**config.mk**
```make
export PLATFORM = sky130hd
export DESIGN_NAME = efic_top
export DESIGN_NICKNAME = d
export VERILOG_FILES = /design/src/rtl/efic_pkg.sv /design/src/rtl/efic_frame.sv /design/src/rtl/efic_top.sv
export SDC_FILE = /design/constraint.sdc
export NUM_CORES = 2
export LEC_CHECK = 0
export BUFFER_PORTS_ARGS = -buffer_cell sky130_fd_sc_hd__buf_2
export CELL_PAD_IN_SITES_DETAIL_PLACEMENT = 1
export CELL_PAD_IN_SITES_GLOBAL_PLACEMENT = 2
export CORE_UTILIZATION = 38
export CTS_CLUSTER_DIAMETER = 30
export DETAILED_ROUTE_END_ITERATION = 7
export GPL_ROUTABILITY_DRIVEN = 0
export PLACE_DENSITY_LB_ADDON = 0.1
export SLEW_MARGIN = 20
export SYNTH_ARGS = -nofsm -noshare
export SYNTH_HDL_FRONTEND = slang
export SYNTH_SLANG_ARGS = --single-unit
```
**constraint.sdc**
```tcl
create_clock -name i_ref_clk -period 11.07 [get_ports i_ref_clk]
set_clock_uncertainty 0.2 [all_clocks]
set_input_delay 0.5535 -clock i_ref_clk [delete_from_list [all_inputs] [get_ports i_ref_clk]]
set_output_delay 0.5535 -clock i_ref_clk [all_outputs]
set_load 0.05 [all_outputs]
```
**src/rtl/efic_pkg.sv**
```systemverilog
// package of constants and types for the error-flag and interrupt command block
// assumes one 20 MHz clock and an avalon-mm slave reached by software
//
// Functional notes
// RL1: code 35 copies accumulator to global parameter
// RL2: direct mode reply status 100, value meaningless
// RL3: code 36 clears error flags chosen by type
// RL4: type 0 all, 1..5 single flags
// RL5: code 25 enables interrupt numbered by type
// RL6: number 255 sets global interrupt enable
// RL7: code 26 disables interrupt numbered by type
// RL8: number 255 clears global interrupt enable
// RL9: vector define stores label per interrupt
// RL10: label must point at handler start
// RL11: later vector define overwrites earlier one
// RL12: vector define meant for standalone programs
// RL13: vector define is code 37, label in value
// RL14: code 38 restores saved context, resumes flow
// RL15: full accumulator copied unmodified
// RL16: frame is nine bytes, value msb first
// RL17: checksum is sum of eight bytes mod 256
package efic_pkg;
	// ****************************************
	// command codes and status
	// ****************************************
	localparam logic [7:0] EFIC_OP_AGP = 8'h23; // accu_to_global_param, 35
	localparam logic [7:0] EFIC_OP_CLR = 8'h24; // error clear, 36
	localparam logic [7:0] EFIC_OP_UNMASK = 8'h19; // interrupt_unmask_cmd, 25
	localparam logic [7:0] EFIC_OP_MASKOFF = 8'h1a; // interrupt_mask_off_cmd, 26
	localparam logic [7:0] EFIC_OP_VEC = 8'h25; // handler_entry_define, 37
	localparam logic [7:0] EFIC_OP_RET = 8'h26; // handler_return, 38
	localparam logic [7:0] EFIC_ST_OK = 8'h64; // status 100
	localparam logic [7:0] EFIC_ST_BADSUM = 8'h01; // checksum fault
	localparam logic [7:0] EFIC_ST_BADOP = 8'h02; // unknown code
	localparam logic [7:0] EFIC_GLOBAL_IRQ = 8'hff; // global interrupt number
	localparam logic [7:0] EFIC_MY_ADDR = 8'h01; // default target address
	localparam logic [7:0] EFIC_HOST_ADDR = 8'h02; // reply host address
	// ****************************************
	// sizes
	// ****************************************
	localparam int EFIC_NIRQ = 16; // interrupt sources held
	localparam int EFIC_NGP = 16; // global parameter words held
	localparam int EFIC_FRAME_LEN = 9;
	localparam logic [3:0] EFIC_LAST_BYTE = 4'h8;
	// error flag bit positions
	localparam int EFIC_F_TIMEOUT = 0;
	localparam int EFIC_F_ALARM = 1;
	localparam int EFIC_F_DEV = 2;
	localparam int EFIC_F_POS = 3;
	localparam int EFIC_F_SHUT = 4;
	// ****************************************
	// avalon register byte offsets
	// ****************************************
	localparam logic [7:0] EFIC_R_RXBYTE = 8'h00; // w: frame byte in, r: accept count
	localparam logic [7:0] EFIC_R_REPLY = 8'h04; // r: status, code
	localparam logic [7:0] EFIC_R_ERRFLAG = 8'h08; // r: error flags
	localparam logic [7:0] EFIC_R_IRQEN = 8'h0c; // r: source enables, bit 31 global
	localparam logic [7:0] EFIC_R_ACCU = 8'h10; // rw: accumulator
	localparam logic [7:0] EFIC_R_XREG = 8'h14; // rw: x register
	localparam logic [7:0] EFIC_R_PC = 8'h18; // rw: program counter
	localparam logic [7:0] EFIC_R_EVSTAT = 8'h1c; // r: sticky events
	localparam logic [7:0] EFIC_R_EVCLR = 8'h20; // w: clear events
	localparam logic [7:0] EFIC_R_EVEN = 8'h24; // rw: event enables
	localparam logic [7:0] EFIC_R_GPSEL = 8'h28; // rw: global parameter index
	localparam logic [7:0] EFIC_R_GPDATA = 8'h2c; // r: selected parameter
	localparam logic [7:0] EFIC_R_VECSEL = 8'h30; // rw: vector index
	localparam logic [7:0] EFIC_R_VECDATA = 8'h34; // r: selected vector
	localparam logic [7:0] EFIC_R_SAVE = 8'h38; // w: save context snapshot
	localparam logic [31:0] EFIC_BAD_READ = 32'hdeadbeef; // unmapped read answer
	// event bits
	localparam int EFIC_EV_DONE = 0; // command executed
	localparam int EFIC_EV_FAULT = 1; // command refused
	localparam int EFIC_EV_W = 2;
	typedef struct packed {
		logic [31:0] accu;
		logic [31:0] xreg;
		logic [31:0] pc;
		logic [7:0] flags;
	} efic_ctx_t;
endpackage : efic_pkg

```
**src/rtl/efic_frame.sv**
```systemverilog
// nine byte command frame assembler with checksum check
// assumes bytes arrive one per i_valid pulse, in frame order
`timescale 1ns/1ns
module efic_frame
	import efic_pkg::*;
(
	input wire logic i_ref_clk,
	input wire logic i_arst_n,
	input wire logic i_valid,
	input wire logic [7:0] i_byte,
	output logic o_done,
	output logic o_sum_ok,
	output logic [7:0] o_addr,
	output logic [7:0] o_op,
	output logic [7:0] o_type,
	output logic [7:0] o_bank,
	output logic [31:0] o_value
);
	// ****************************************
	// state
	// ****************************************
	typedef struct packed {
		logic [3:0] idx; // byte position in frame
		logic [7:0] sum; // running modulo-256 sum
		logic [63:0] body; // first eight bytes
		logic done;
		logic ok;
	} efic_frm_t;
	efic_frm_t s_q, s_d;

	// byte collection; checksum compared at ninth byte
	always_comb begin
		s_d = s_q;
		s_d.done = 1'b0;
		if (i_valid) begin
			if (s_q.idx == EFIC_LAST_BYTE) begin
				s_d.done = 1'b1;
				s_d.ok = (s_q.sum == i_byte); // see RL17
				s_d.idx = 4'h0;
				s_d.sum = 8'h00;
			end else begin
				s_d.body = {s_q.body[55:0], i_byte}; // see RL16
				s_d.sum = s_q.sum + i_byte; // see RL17
				s_d.idx = s_q.idx + 4'h1;
			end
		end
	end

	// one register stage for the whole state
	always_ff @(posedge i_ref_clk or negedge i_arst_n) begin
		if (!i_arst_n) begin
			s_q <= '0;
		end else begin
			s_q <= s_d;
		end
	end

	assign o_done = s_q.done;
	assign o_sum_ok = s_q.ok;
	assign o_addr = s_q.body[63:56];
	assign o_op = s_q.body[55:48];
	assign o_type = s_q.body[47:40];
	assign o_bank = s_q.body[39:32];
	assign o_value = s_q.body[31:0]; // msb arrived first, see RL16

	a_frame_sum: assert property (@(posedge i_ref_clk) disable iff (!i_arst_n)
		(i_valid && s_q.idx == EFIC_LAST_BYTE) |=> (o_done && o_sum_ok == ($past(s_q.sum) == $past(i_byte))))
		else $error("frame checksum verdict wrong"); // see RL17
endmodule : efic_frame

```
**src/rtl/efic_top.sv**
```systemverilog
// command interpreter for accumulator transfer, error clear and interrupt setup
// assumes an avalon-mm master; frames arrive as byte writes to the rx register
//
// Local design decisions: the Avalon-MM register port and the register addresses.
`timescale 1ns/1ns
module efic_top
	import efic_pkg::*;
(
	input wire logic i_ref_clk,
	input wire logic i_arst_n,
	input wire logic [7:0] i_address,
	input wire logic i_read,
	input wire logic i_write,
	input wire logic [31:0] i_writedata,
	input wire logic [3:0] i_byteenable,
	input wire logic [4:0] i_flag_set, // hardware error events
	output logic [31:0] o_readdata,
	output logic o_waitrequest,
	output logic o_irq,
	output logic o_reply_valid
);
	// ****************************************
	// state
	// ****************************************
	typedef struct packed {
		logic [31:0] rdata;
		logic wreq; // waitrequest, low only in the cycle the answer is given
		logic irq;
		logic rvalid;
		logic [7:0] rstat; // last reply status
		logic [7:0] rop; // last reply code
		logic [7:0] flags; // error flags
		logic gie; // global interrupt enable
		logic [EFIC_NIRQ-1:0] ien;
		logic [31:0] accu;
		logic [31:0] xreg;
		logic [31:0] pc;
		efic_ctx_t save; // context saved by a write to the save register
		logic [EFIC_NGP*32-1:0] gpar;
		logic [EFIC_NIRQ*32-1:0] vec;
		logic [3:0] gpsel;
		logic [3:0] vsel;
		logic [EFIC_EV_W-1:0] evst;
		logic [EFIC_EV_W-1:0] even;
		logic [15:0] nacc; // accepted frame count
	} efic_st_t;
	efic_st_t s_q, s_d;

	logic f_done, f_ok;
	logic [7:0] f_addr, f_op, f_type, f_bank;
	logic [31:0] f_value;
	logic bus_acc; // request taken this cycle, answered in the next
	logic rx_push;

	// apply byte enables to a 32 bit word
	function automatic logic [31:0] efic_merge(input logic [31:0] old_w,
			input logic [31:0] new_w, input logic [3:0] be);
		logic [31:0] r;
		r = old_w;
		for (int i = 0; i < 4; i++) begin
			if (be[i]) r[i*8 +: 8] = new_w[i*8 +: 8];
		end
		return r;
	endfunction : efic_merge

	// type byte to error flag clear mask, unknown codes clear nothing
	function automatic logic [7:0] efic_clr_mask(input logic [7:0] t);
		logic [7:0] m;
		m = 8'h00;
		case (t)
			8'h00: m = 8'h1f; // all flags
			8'h01: m[EFIC_F_TIMEOUT] = 1'b1; // timeout_flag
			8'h02: m[EFIC_F_ALARM] = 1'b1; // external_alarm_flag
			8'h03: m[EFIC_F_DEV] = 1'b1; // deviation_flag
			8'h04: m[EFIC_F_POS] = 1'b1; // position_error_flag
			8'h05: m[EFIC_F_SHUT] = 1'b1; // shutdown_flag
			default: m = 8'h00;
		endcase
		return m;
	endfunction : efic_clr_mask

	// the answer comes one cycle after the request is seen
	assign bus_acc = (i_read || i_write) && s_q.wreq;
	assign rx_push = bus_acc && i_write && i_address == EFIC_R_RXBYTE && i_byteenable[0];

	efic_frame u_frame (
		.i_ref_clk(i_ref_clk),
		.i_arst_n(i_arst_n),
		.i_valid(rx_push),
		.i_byte(i_writedata[7:0]),
		.o_done(f_done),
		.o_sum_ok(f_ok),
		.o_addr(f_addr),
		.o_op(f_op),
		.o_type(f_type),
		.o_bank(f_bank),
		.o_value(f_value)
	);

	// ****************************************
	// command execution and register bus
	// ****************************************
	always_comb begin
		logic [7:0] clr;
		logic [EFIC_EV_W-1:0] ev;
		logic [3:0] gidx;
		clr = 8'h00;
		ev = '0;
		gidx = 4'h0;
		s_d = s_q;
		s_d.wreq = !bus_acc;
		s_d.rvalid = 1'b0;
		// hardware error events
		s_d.flags = s_q.flags | {3'h0, i_flag_set};
		// frames for other addresses are silently dropped
		if (f_done && f_addr == EFIC_MY_ADDR) begin
			s_d.rvalid = 1'b1;
			s_d.rop = f_op;
			s_d.rstat = EFIC_ST_OK; // see RL2
			if (!f_ok) begin
				s_d.rstat = EFIC_ST_BADSUM; // see RL17
				ev[EFIC_EV_FAULT] = 1'b1;
			end else begin
				s_d.nacc = s_q.nacc + 16'h0001;
				case (f_op)
					EFIC_OP_AGP: begin
						// bank and parameter index folded into the held words
						gidx = f_type[3:0] ^ {f_bank[1:0], 2'b00};
						s_d.gpar[gidx*32 +: 32] = s_q.accu; // see RL1, see RL15
					end
					EFIC_OP_CLR: begin
						clr = efic_clr_mask(f_type); // see RL3, see RL4
					end
					EFIC_OP_UNMASK: begin
						if (f_type == EFIC_GLOBAL_IRQ) s_d.gie = 1'b1; // see RL6
						else if (f_type < 8'(EFIC_NIRQ)) s_d.ien[f_type[3:0]] = 1'b1; // see RL5
					end
					EFIC_OP_MASKOFF: begin
						if (f_type == EFIC_GLOBAL_IRQ) s_d.gie = 1'b0; // see RL8
						else if (f_type < 8'(EFIC_NIRQ)) s_d.ien[f_type[3:0]] = 1'b0; // see RL7
					end
					EFIC_OP_VEC: begin
						// newest label always wins, see RL11
						if (f_type < 8'(EFIC_NIRQ)) s_d.vec[f_type[3:0]*32 +: 32] = f_value; // see RL9, see RL13
					end
					EFIC_OP_RET: begin
						s_d.accu = s_q.save.accu; // see RL14
						s_d.xreg = s_q.save.xreg;
						s_d.pc = s_q.save.pc;
						s_d.flags = s_q.save.flags | {3'h0, i_flag_set};
					end
					default: begin
						s_d.rstat = EFIC_ST_BADOP;
						ev[EFIC_EV_FAULT] = 1'b1;
					end
				endcase
				if (s_d.rstat == EFIC_ST_OK) ev[EFIC_EV_DONE] = 1'b1;
			end
		end
		// new hardware events win over the clear
		s_d.flags = s_d.flags & ~clr | {3'h0, i_flag_set};
		// register writes
		if (bus_acc && i_write) begin
			case (i_address)
				EFIC_R_ACCU: s_d.accu = efic_merge(s_q.accu, i_writedata, i_byteenable);
				EFIC_R_XREG: s_d.xreg = efic_merge(s_q.xreg, i_writedata, i_byteenable);
				EFIC_R_PC: s_d.pc = efic_merge(s_q.pc, i_writedata, i_byteenable);
				EFIC_R_EVCLR: s_d.evst = s_q.evst & ~i_writedata[EFIC_EV_W-1:0];
				EFIC_R_EVEN: s_d.even = i_writedata[EFIC_EV_W-1:0];
				EFIC_R_GPSEL: s_d.gpsel = i_writedata[3:0];
				EFIC_R_VECSEL: s_d.vsel = i_writedata[3:0];
				EFIC_R_SAVE: s_d.save = {s_q.accu, s_q.xreg, s_q.pc, s_q.flags};
				default: s_d.save = s_d.save; // unmapped writes ignored
			endcase
		end
		// events set after the clear so they are never lost
		s_d.evst = s_d.evst | ev;
		s_d.irq = |(s_d.evst & s_d.even);
		// register reads
		s_d.rdata = 32'h0;
		if (bus_acc && i_read) begin
			case (i_address)
				EFIC_R_RXBYTE: s_d.rdata = {16'h0, s_q.nacc};
				EFIC_R_REPLY: s_d.rdata = {EFIC_HOST_ADDR, EFIC_MY_ADDR, s_q.rstat, s_q.rop};
				EFIC_R_ERRFLAG: s_d.rdata = {24'h0, s_q.flags};
				EFIC_R_IRQEN: s_d.rdata = {s_q.gie, 15'h0, s_q.ien};
				EFIC_R_ACCU: s_d.rdata = s_q.accu;
				EFIC_R_XREG: s_d.rdata = s_q.xreg;
				EFIC_R_PC: s_d.rdata = s_q.pc;
				EFIC_R_EVSTAT: s_d.rdata = {30'h0, s_q.evst};
				EFIC_R_EVEN: s_d.rdata = {30'h0, s_q.even};
				EFIC_R_GPSEL: s_d.rdata = {28'h0, s_q.gpsel};
				EFIC_R_GPDATA: s_d.rdata = s_q.gpar[s_q.gpsel*32 +: 32];
				EFIC_R_VECSEL: s_d.rdata = {28'h0, s_q.vsel};
				EFIC_R_VECDATA: s_d.rdata = s_q.vec[s_q.vsel*32 +: 32];
				default: s_d.rdata = EFIC_BAD_READ;
			endcase
		end
	end

	// single register stage
	always_ff @(posedge i_ref_clk or negedge i_arst_n) begin
		if (!i_arst_n) begin
			// waitrequest stands high through reset so no request is answered early
			s_q <= '{wreq: 1'b1, default: '0};
		end else begin
			s_q <= s_d;
		end
	end

	assign o_readdata = s_q.rdata;
	assign o_waitrequest = s_q.wreq;
	assign o_irq = s_q.irq;
	assign o_reply_valid = s_q.rvalid;

	// ****************************************
	// checks
	// ****************************************
	a_agp_copy: assert property (@(posedge i_ref_clk) disable iff (!i_arst_n)
		(f_done && f_ok && f_addr == EFIC_MY_ADDR && f_op == EFIC_OP_AGP)
		|=> s_q.gpar[$past(f_type[3:0] ^ {f_bank[1:0], 2'b00})*32 +: 32] == $past(s_q.accu))
		else $error("accumulator not copied"); // see RL1
	a_reply_ok: assert property (@(posedge i_ref_clk) disable iff (!i_arst_n)
		(f_done && f_ok && f_addr == EFIC_MY_ADDR && f_op == EFIC_OP_CLR)
		|=> (o_reply_valid && s_q.rstat == EFIC_ST_OK))
		else $error("reply status not ok"); // see RL2
	a_clear_all: assert property (@(posedge i_ref_clk) disable iff (!i_arst_n)
		(f_done && f_ok && f_addr == EFIC_MY_ADDR && f_op == EFIC_OP_CLR && f_type == 8'h00
		&& i_flag_set == 5'h0) |=> s_q.flags == 8'h00)
		else $error("clear all left flags"); // see RL3
	a_clear_one: assert property (@(posedge i_ref_clk) disable iff (!i_arst_n)
		(f_done && f_ok && f_addr == EFIC_MY_ADDR && f_op == EFIC_OP_CLR && f_type == 8'h03
		&& i_flag_set == 5'h0) |=> (!s_q.flags[EFIC_F_DEV] && s_q.flags[EFIC_F_TIMEOUT]
		== $past(s_q.flags[EFIC_F_TIMEOUT])))
		else $error("single clear wrong"); // see RL4
	a_unmask_one: assert property (@(posedge i_ref_clk) disable iff (!i_arst_n)
		(f_done && f_ok && f_addr == EFIC_MY_ADDR && f_op == EFIC_OP_UNMASK
		&& f_type < 8'(EFIC_NIRQ))
		|=> (s_q.ien[$past(f_type[3:0])] && s_q.gie == $past(s_q.gie)))
		else $error("source enable not set"); // see RL5
	a_global_on: assert property (@(posedge i_ref_clk) disable iff (!i_arst_n)
		(f_done && f_ok && f_addr == EFIC_MY_ADDR && f_op == EFIC_OP_UNMASK
		&& f_type == EFIC_GLOBAL_IRQ) |=> (s_q.gie && s_q.ien == $past(s_q.ien)))
		else $error("global enable not set"); // see RL6
	a_mask_one: assert property (@(posedge i_ref_clk) disable iff (!i_arst_n)
		(f_done && f_ok && f_addr == EFIC_MY_ADDR && f_op == EFIC_OP_MASKOFF
		&& f_type < 8'(EFIC_NIRQ))
		|=> !s_q.ien[$past(f_type[3:0])])
		else $error("source enable not cleared"); // see RL7
	a_global_off: assert property (@(posedge i_ref_clk) disable iff (!i_arst_n)
		(f_done && f_ok && f_addr == EFIC_MY_ADDR && f_op == EFIC_OP_MASKOFF
		&& f_type == EFIC_GLOBAL_IRQ) |=> !s_q.gie)
		else $error("global enable not cleared"); // see RL8
	a_vec_store: assert property (@(posedge i_ref_clk) disable iff (!i_arst_n)
		(f_done && f_ok && f_addr == EFIC_MY_ADDR && f_op == EFIC_OP_VEC
		&& f_type < 8'(EFIC_NIRQ))
		|=> s_q.vec[$past(f_type[3:0])*32 +: 32] == $past(f_value))
		else $error("vector not stored"); // see RL9
	a_ret_restore: assert property (@(posedge i_ref_clk) disable iff (!i_arst_n)
		(f_done && f_ok && f_addr == EFIC_MY_ADDR && f_op == EFIC_OP_RET && !bus_acc)
		|=> (s_q.accu == $past(s_q.save.accu) && s_q.pc == $past(s_q.save.pc)))
		else $error("context not restored"); // see RL14
	a_bus_wait: assert property (@(posedge i_ref_clk) disable iff (!i_arst_n)
		(i_read && o_waitrequest) |=> !o_waitrequest)
		else $error("answer not in one cycle");
	c_agp: cover property (@(posedge i_ref_clk) disable iff (!i_arst_n)
		f_done && f_ok && f_op == EFIC_OP_AGP);
	c_vec_twice: cover property (@(posedge i_ref_clk) disable iff (!i_arst_n)
		f_done && f_ok && f_op == EFIC_OP_VEC ##[9:200] f_done && f_ok && f_op == EFIC_OP_VEC);
	c_bad_sum: cover property (@(posedge i_ref_clk) disable iff (!i_arst_n) f_done && !f_ok);
	c_irq: cover property (@(posedge i_ref_clk) disable iff (!i_arst_n) o_irq);
endmodule : efic_top

```
==> results_dict.tcl <==
set metrics [dict create \
    drc 6 \
    grt_pass1_vias 56100 \
    worstMarginPinSlew_ns 1.19 \
    syn_inst 6274 \
    first_iter_violations 3804 \
    setup_violations 0 \
    drive_above_1_share_pct 25.8 \
    rrSetupSlack_ns 6.49 \
    synth_flop_cell "dfrtp_1" \
    ys_async_sr_fraction_pct 100 \
    post_cts_buffers 0 \
    rsz0062_at_grt "no" \
    p_int_mw 13.9 \
    cts_resized 0 \
    fin_hold_ws_ns 0.0212 \
    numCtsBuffers 390 \
    synth_most_common_cell "dfrtp_1" \
    yosys_warnings 0 \
    netlist_area_sq_mm 0.0675 \
    crit_start "u_frame.o_type[0]$_DFFE_PN0P_" \
    required_ns 11.64 \
    areaGrowthSynthToFinish_pct 24.9 \
    crit_type "reg2reg" \
    globalRoute.totalOverflow 0 \
    yosys-top-cells-count "dfrtp_1, nand2_1, o21ai_0" \
    synth_top_area_share_pct 51.9 \
    fin_tns_setup_ns 0 \
    critPathMaxFanout 50 \
    fmax_mhz 218 \
    grt_pass1_wl_mm 405 \
    clk_pin_slew_ns 0.04 \
    endpoint "s_q[296]$_DFFE_PN0P_" \
    num_vias 51800 \
    ys_types 89 \
    start_util_pct 38.3 \
    cp-start-kind "register" \
    cts.sinks 1401 \
    switching_power_mw 3.79 \
    timing.final.crit_share_pct 41.4 \
    final_nets 6435 \
    drt-total-wl_mm 275 \
    core.rowCount 154 \
    slew_viol_final 0 \
    ir_worst_vdd_mv 0.133 \
    grt_max_degree 164 \
    crit_arrival_ns 5.16 \
    first_pass_iters 8 \
    powerDensity_mw_per_mm2 210 \
    num_io_pins 88 \
    slew_headroom_pct 18.5 \
    routedWlPerCell_um 30.5 \
    endpoint_kind "register" \
    antenna_found_initial 11 \
    grt_usage_pct 31.0 \
    leakage_nw 35.8 \
    synth_edf_count 0 \
    die_x_um 423 \
    n_fill_cell 18400 \
    pwr-share-seq_pct 29.6 \
    p_comb_share_pct 2.5 \
    clkLatencyLatePin_ns 0.96 \
    synth_top_cell_by_area "dfrtp_1" \
    cts-root-buf "clkbuf_16" \
    synth_fp_nets 6344 \
    ys_top_cells_by_area "dfrtp_1, mux4_2, mux2_2, nand2_1, o21ai_0" \
    violations "DRC" \
    clk_path_buf_depth 4 \
    max_cap_violations 0 \
    die_area_sq_mm 0.179 \
    core_sq_mm 0.176 \
    cts_tree "yes" \
    status "finished, violations left" \
    min_period_ns 4.58 \
    ys_seq_elements 1401 \
    p_sw_share_pct 21.4 \
    r2r-end "s_q[296]$_DFFE_PN0P_" \
    htree_levels 5 \
    min_path_type "in2async" \
    reg2reg_from "u_frame.o_type[0]$_DFFE_PN0P_" \
    rr_worst_depth 8 \
    dp_hpwl_mm 161 \
    seq_area_frac_synth_pct 51.9 \
    finalHoldViolCount 0 \
    antenna_left 0 \
    die_h_um 423 \
    port_buffers 87 \
    pwr-share-clk_pct 67.8 \
    syn_avg_cell_area_sq_um 10.8 \
    vias_per_cell 5.75 \
]
-- what timing repair did --
| item | 4_1_cts | 5_1_grt |
|---|---|---|
| hold buffers | 45 | 0 |
| endpoints found under the setup margin | 0 | 0 |
| hold endpoints to repair | 229 | 0 |
-- flip-flops by register name, indices dropped and copies added (netlist names), named ones only --
register and count:
o_irq 1, u_frame.o_bank 8, u_frame.o_value 32, s_q 1272, o_waitrequest 1, u_frame.o_sum_ok 1, u_frame.o_addr 8, u_frame.o_type 8
u_frame.s_q 12, o_readdata 32, o_reply_valid 1, u_frame.o_op 8, u_frame.o_done 1
-- power groups by stage --
stage | sequential, mW | clock (mW) | combinational (mW)
2_1_floorplan | 5.25 | 0 | 0.215
3_3_place_gp | 5.31 | 0 | 0.442
3_5_place_dp | 5.31 | 0 | 0.445
4_1_cts | 5.23 | 12.1 | 0.458
5_1_grt | 5.23 | 12.4 | 0.483
6_report | 5.23 | 12.0 | 0.451
-- through the flow --
step | setup WS (ns) | utilization [%] | instances | cell area [sq um] | power (mW)
after detailed placement | 6.54 | 39.6 | 8268 | 69900 | 5.75
after CTS | 6.51 | 47.8 | 9010 | 84300 | 17.8
after global routing | 6.21 | 47.8 | 9011 | 84300 | 18.1
after floorplan | 7.42 | - | 6274 | 67500 | 5.47
final | 6.49 | 47.8 | 9015 | 84300 | 17.7
after global placement | 6.51 | 39.6 | 8266 | 69800 | 5.75
-- cells by family (layout without fill, tap and decap cells) --
logic type	Yosys count	count (layout)	share of synthesized area [%]
simple gates	1877	1877	11.9
flops	1401	1401	51.9
compound gates	1208	1208	10.8
mux	947	947	19.7
buf+inv	800	1196	4.92
xor+xnor	24	24	0.332
fa+ha+maj	17	17	0.326
other cells	0	5	0
-- cells in the final DEF, fill, tap and decap left out, drive strengths merged, types with 11 or more instances in the layout --
| cell type | count |
|---|---|
| and4 | 11 |
| a22oi | 15 |
| a21oi | 46 |
| clkinvlp | 31 |
| nor2 | 265 |
| mux2 | 497 |
| dfrtp | 1400 |
| o22a | 93 |
| inv | 217 |
| nor3 | 23 |
| a211oi | 12 |
| a31oi | 21 |
| nor2b | 13 |
| xnor2 | 16 |
| dlygate4sd3 | 45 |
| buf | 240 |
| bufinv | 75 |
| o21ai | 751 |
| and3 | 17 |
| mux4 | 258 |
| nand3 | 172 |
| o21a | 94 |
| o211ai | 19 |
| nor4 | 24 |
| ha | 16 |
| clkbuf | 506 |
| nand4 | 29 |
| nand2 | 1250 |
| clkinv | 82 |
| a22o | 15 |
| o31ai | 65 |
| mux2i | 192 |
-- critical path, stage by stage, from the launching register on --
cell,delay [ns]
dfrtp_2,0.64
inv_1,0.16
ha_1,0.63
or3_1,0.55
a2111oi_0,0.43
nand4_1,0.83
buf_4,0.66
nand2_1,0.17
o21ai_0,0.10
-- layer usage --
metal  part of all wire, %  up-vias  track usage (%)  wire (um)
li1                      -    22200                -          -
met1                    43    27600             40.9     118000
met2                    48     1401             50.8     133000
met3                   4.6      562             4.85      12800
met4                   4.2        4             12.6      11500
met5                0.0073        -                0         20
-- area by class of cell --
cell class / count / area [sq um] / share of cell area (%)
well taps: 2340 / 2930 / 3.47
repair buffers: 285 / 2140 / 2.53
inverters: 214 / 803 / 0.953
diodes: 5 / 12.5 / 0.0148
clock inverters: 191 / 2960 / 3.52
flip-flops and latches: 1401 / 35100 / 41.6
clock buffers: 506 / 11000 / 13.0
multi-input cells: 4073 / 29400 / 34.8
-- how the worst min path moves through the flow --
stage	to	slack (ns)	start
after floorplan	asynchronous set/reset pin	0.06	i_arst_n
after global placement	s_q[214]$_DFFE_PN0P_	0.25	s_q[214]$_DFFE_PN0P_
after detailed placement	s_q[202]$_DFFE_PN0P_	0.26	s_q[202]$_DFFE_PN0P_
after CTS	s_q[1205]$_DFFE_PN0P_	0.006	i_byteenable[2]
after global routing	s_q[1206]$_DFFE_PN0P_	0.04	i_byteenable[2]
final	s_q[1214]$_DFFE_PN0P_	0.02	i_arst_n
(Power assumes the default switching activity.)
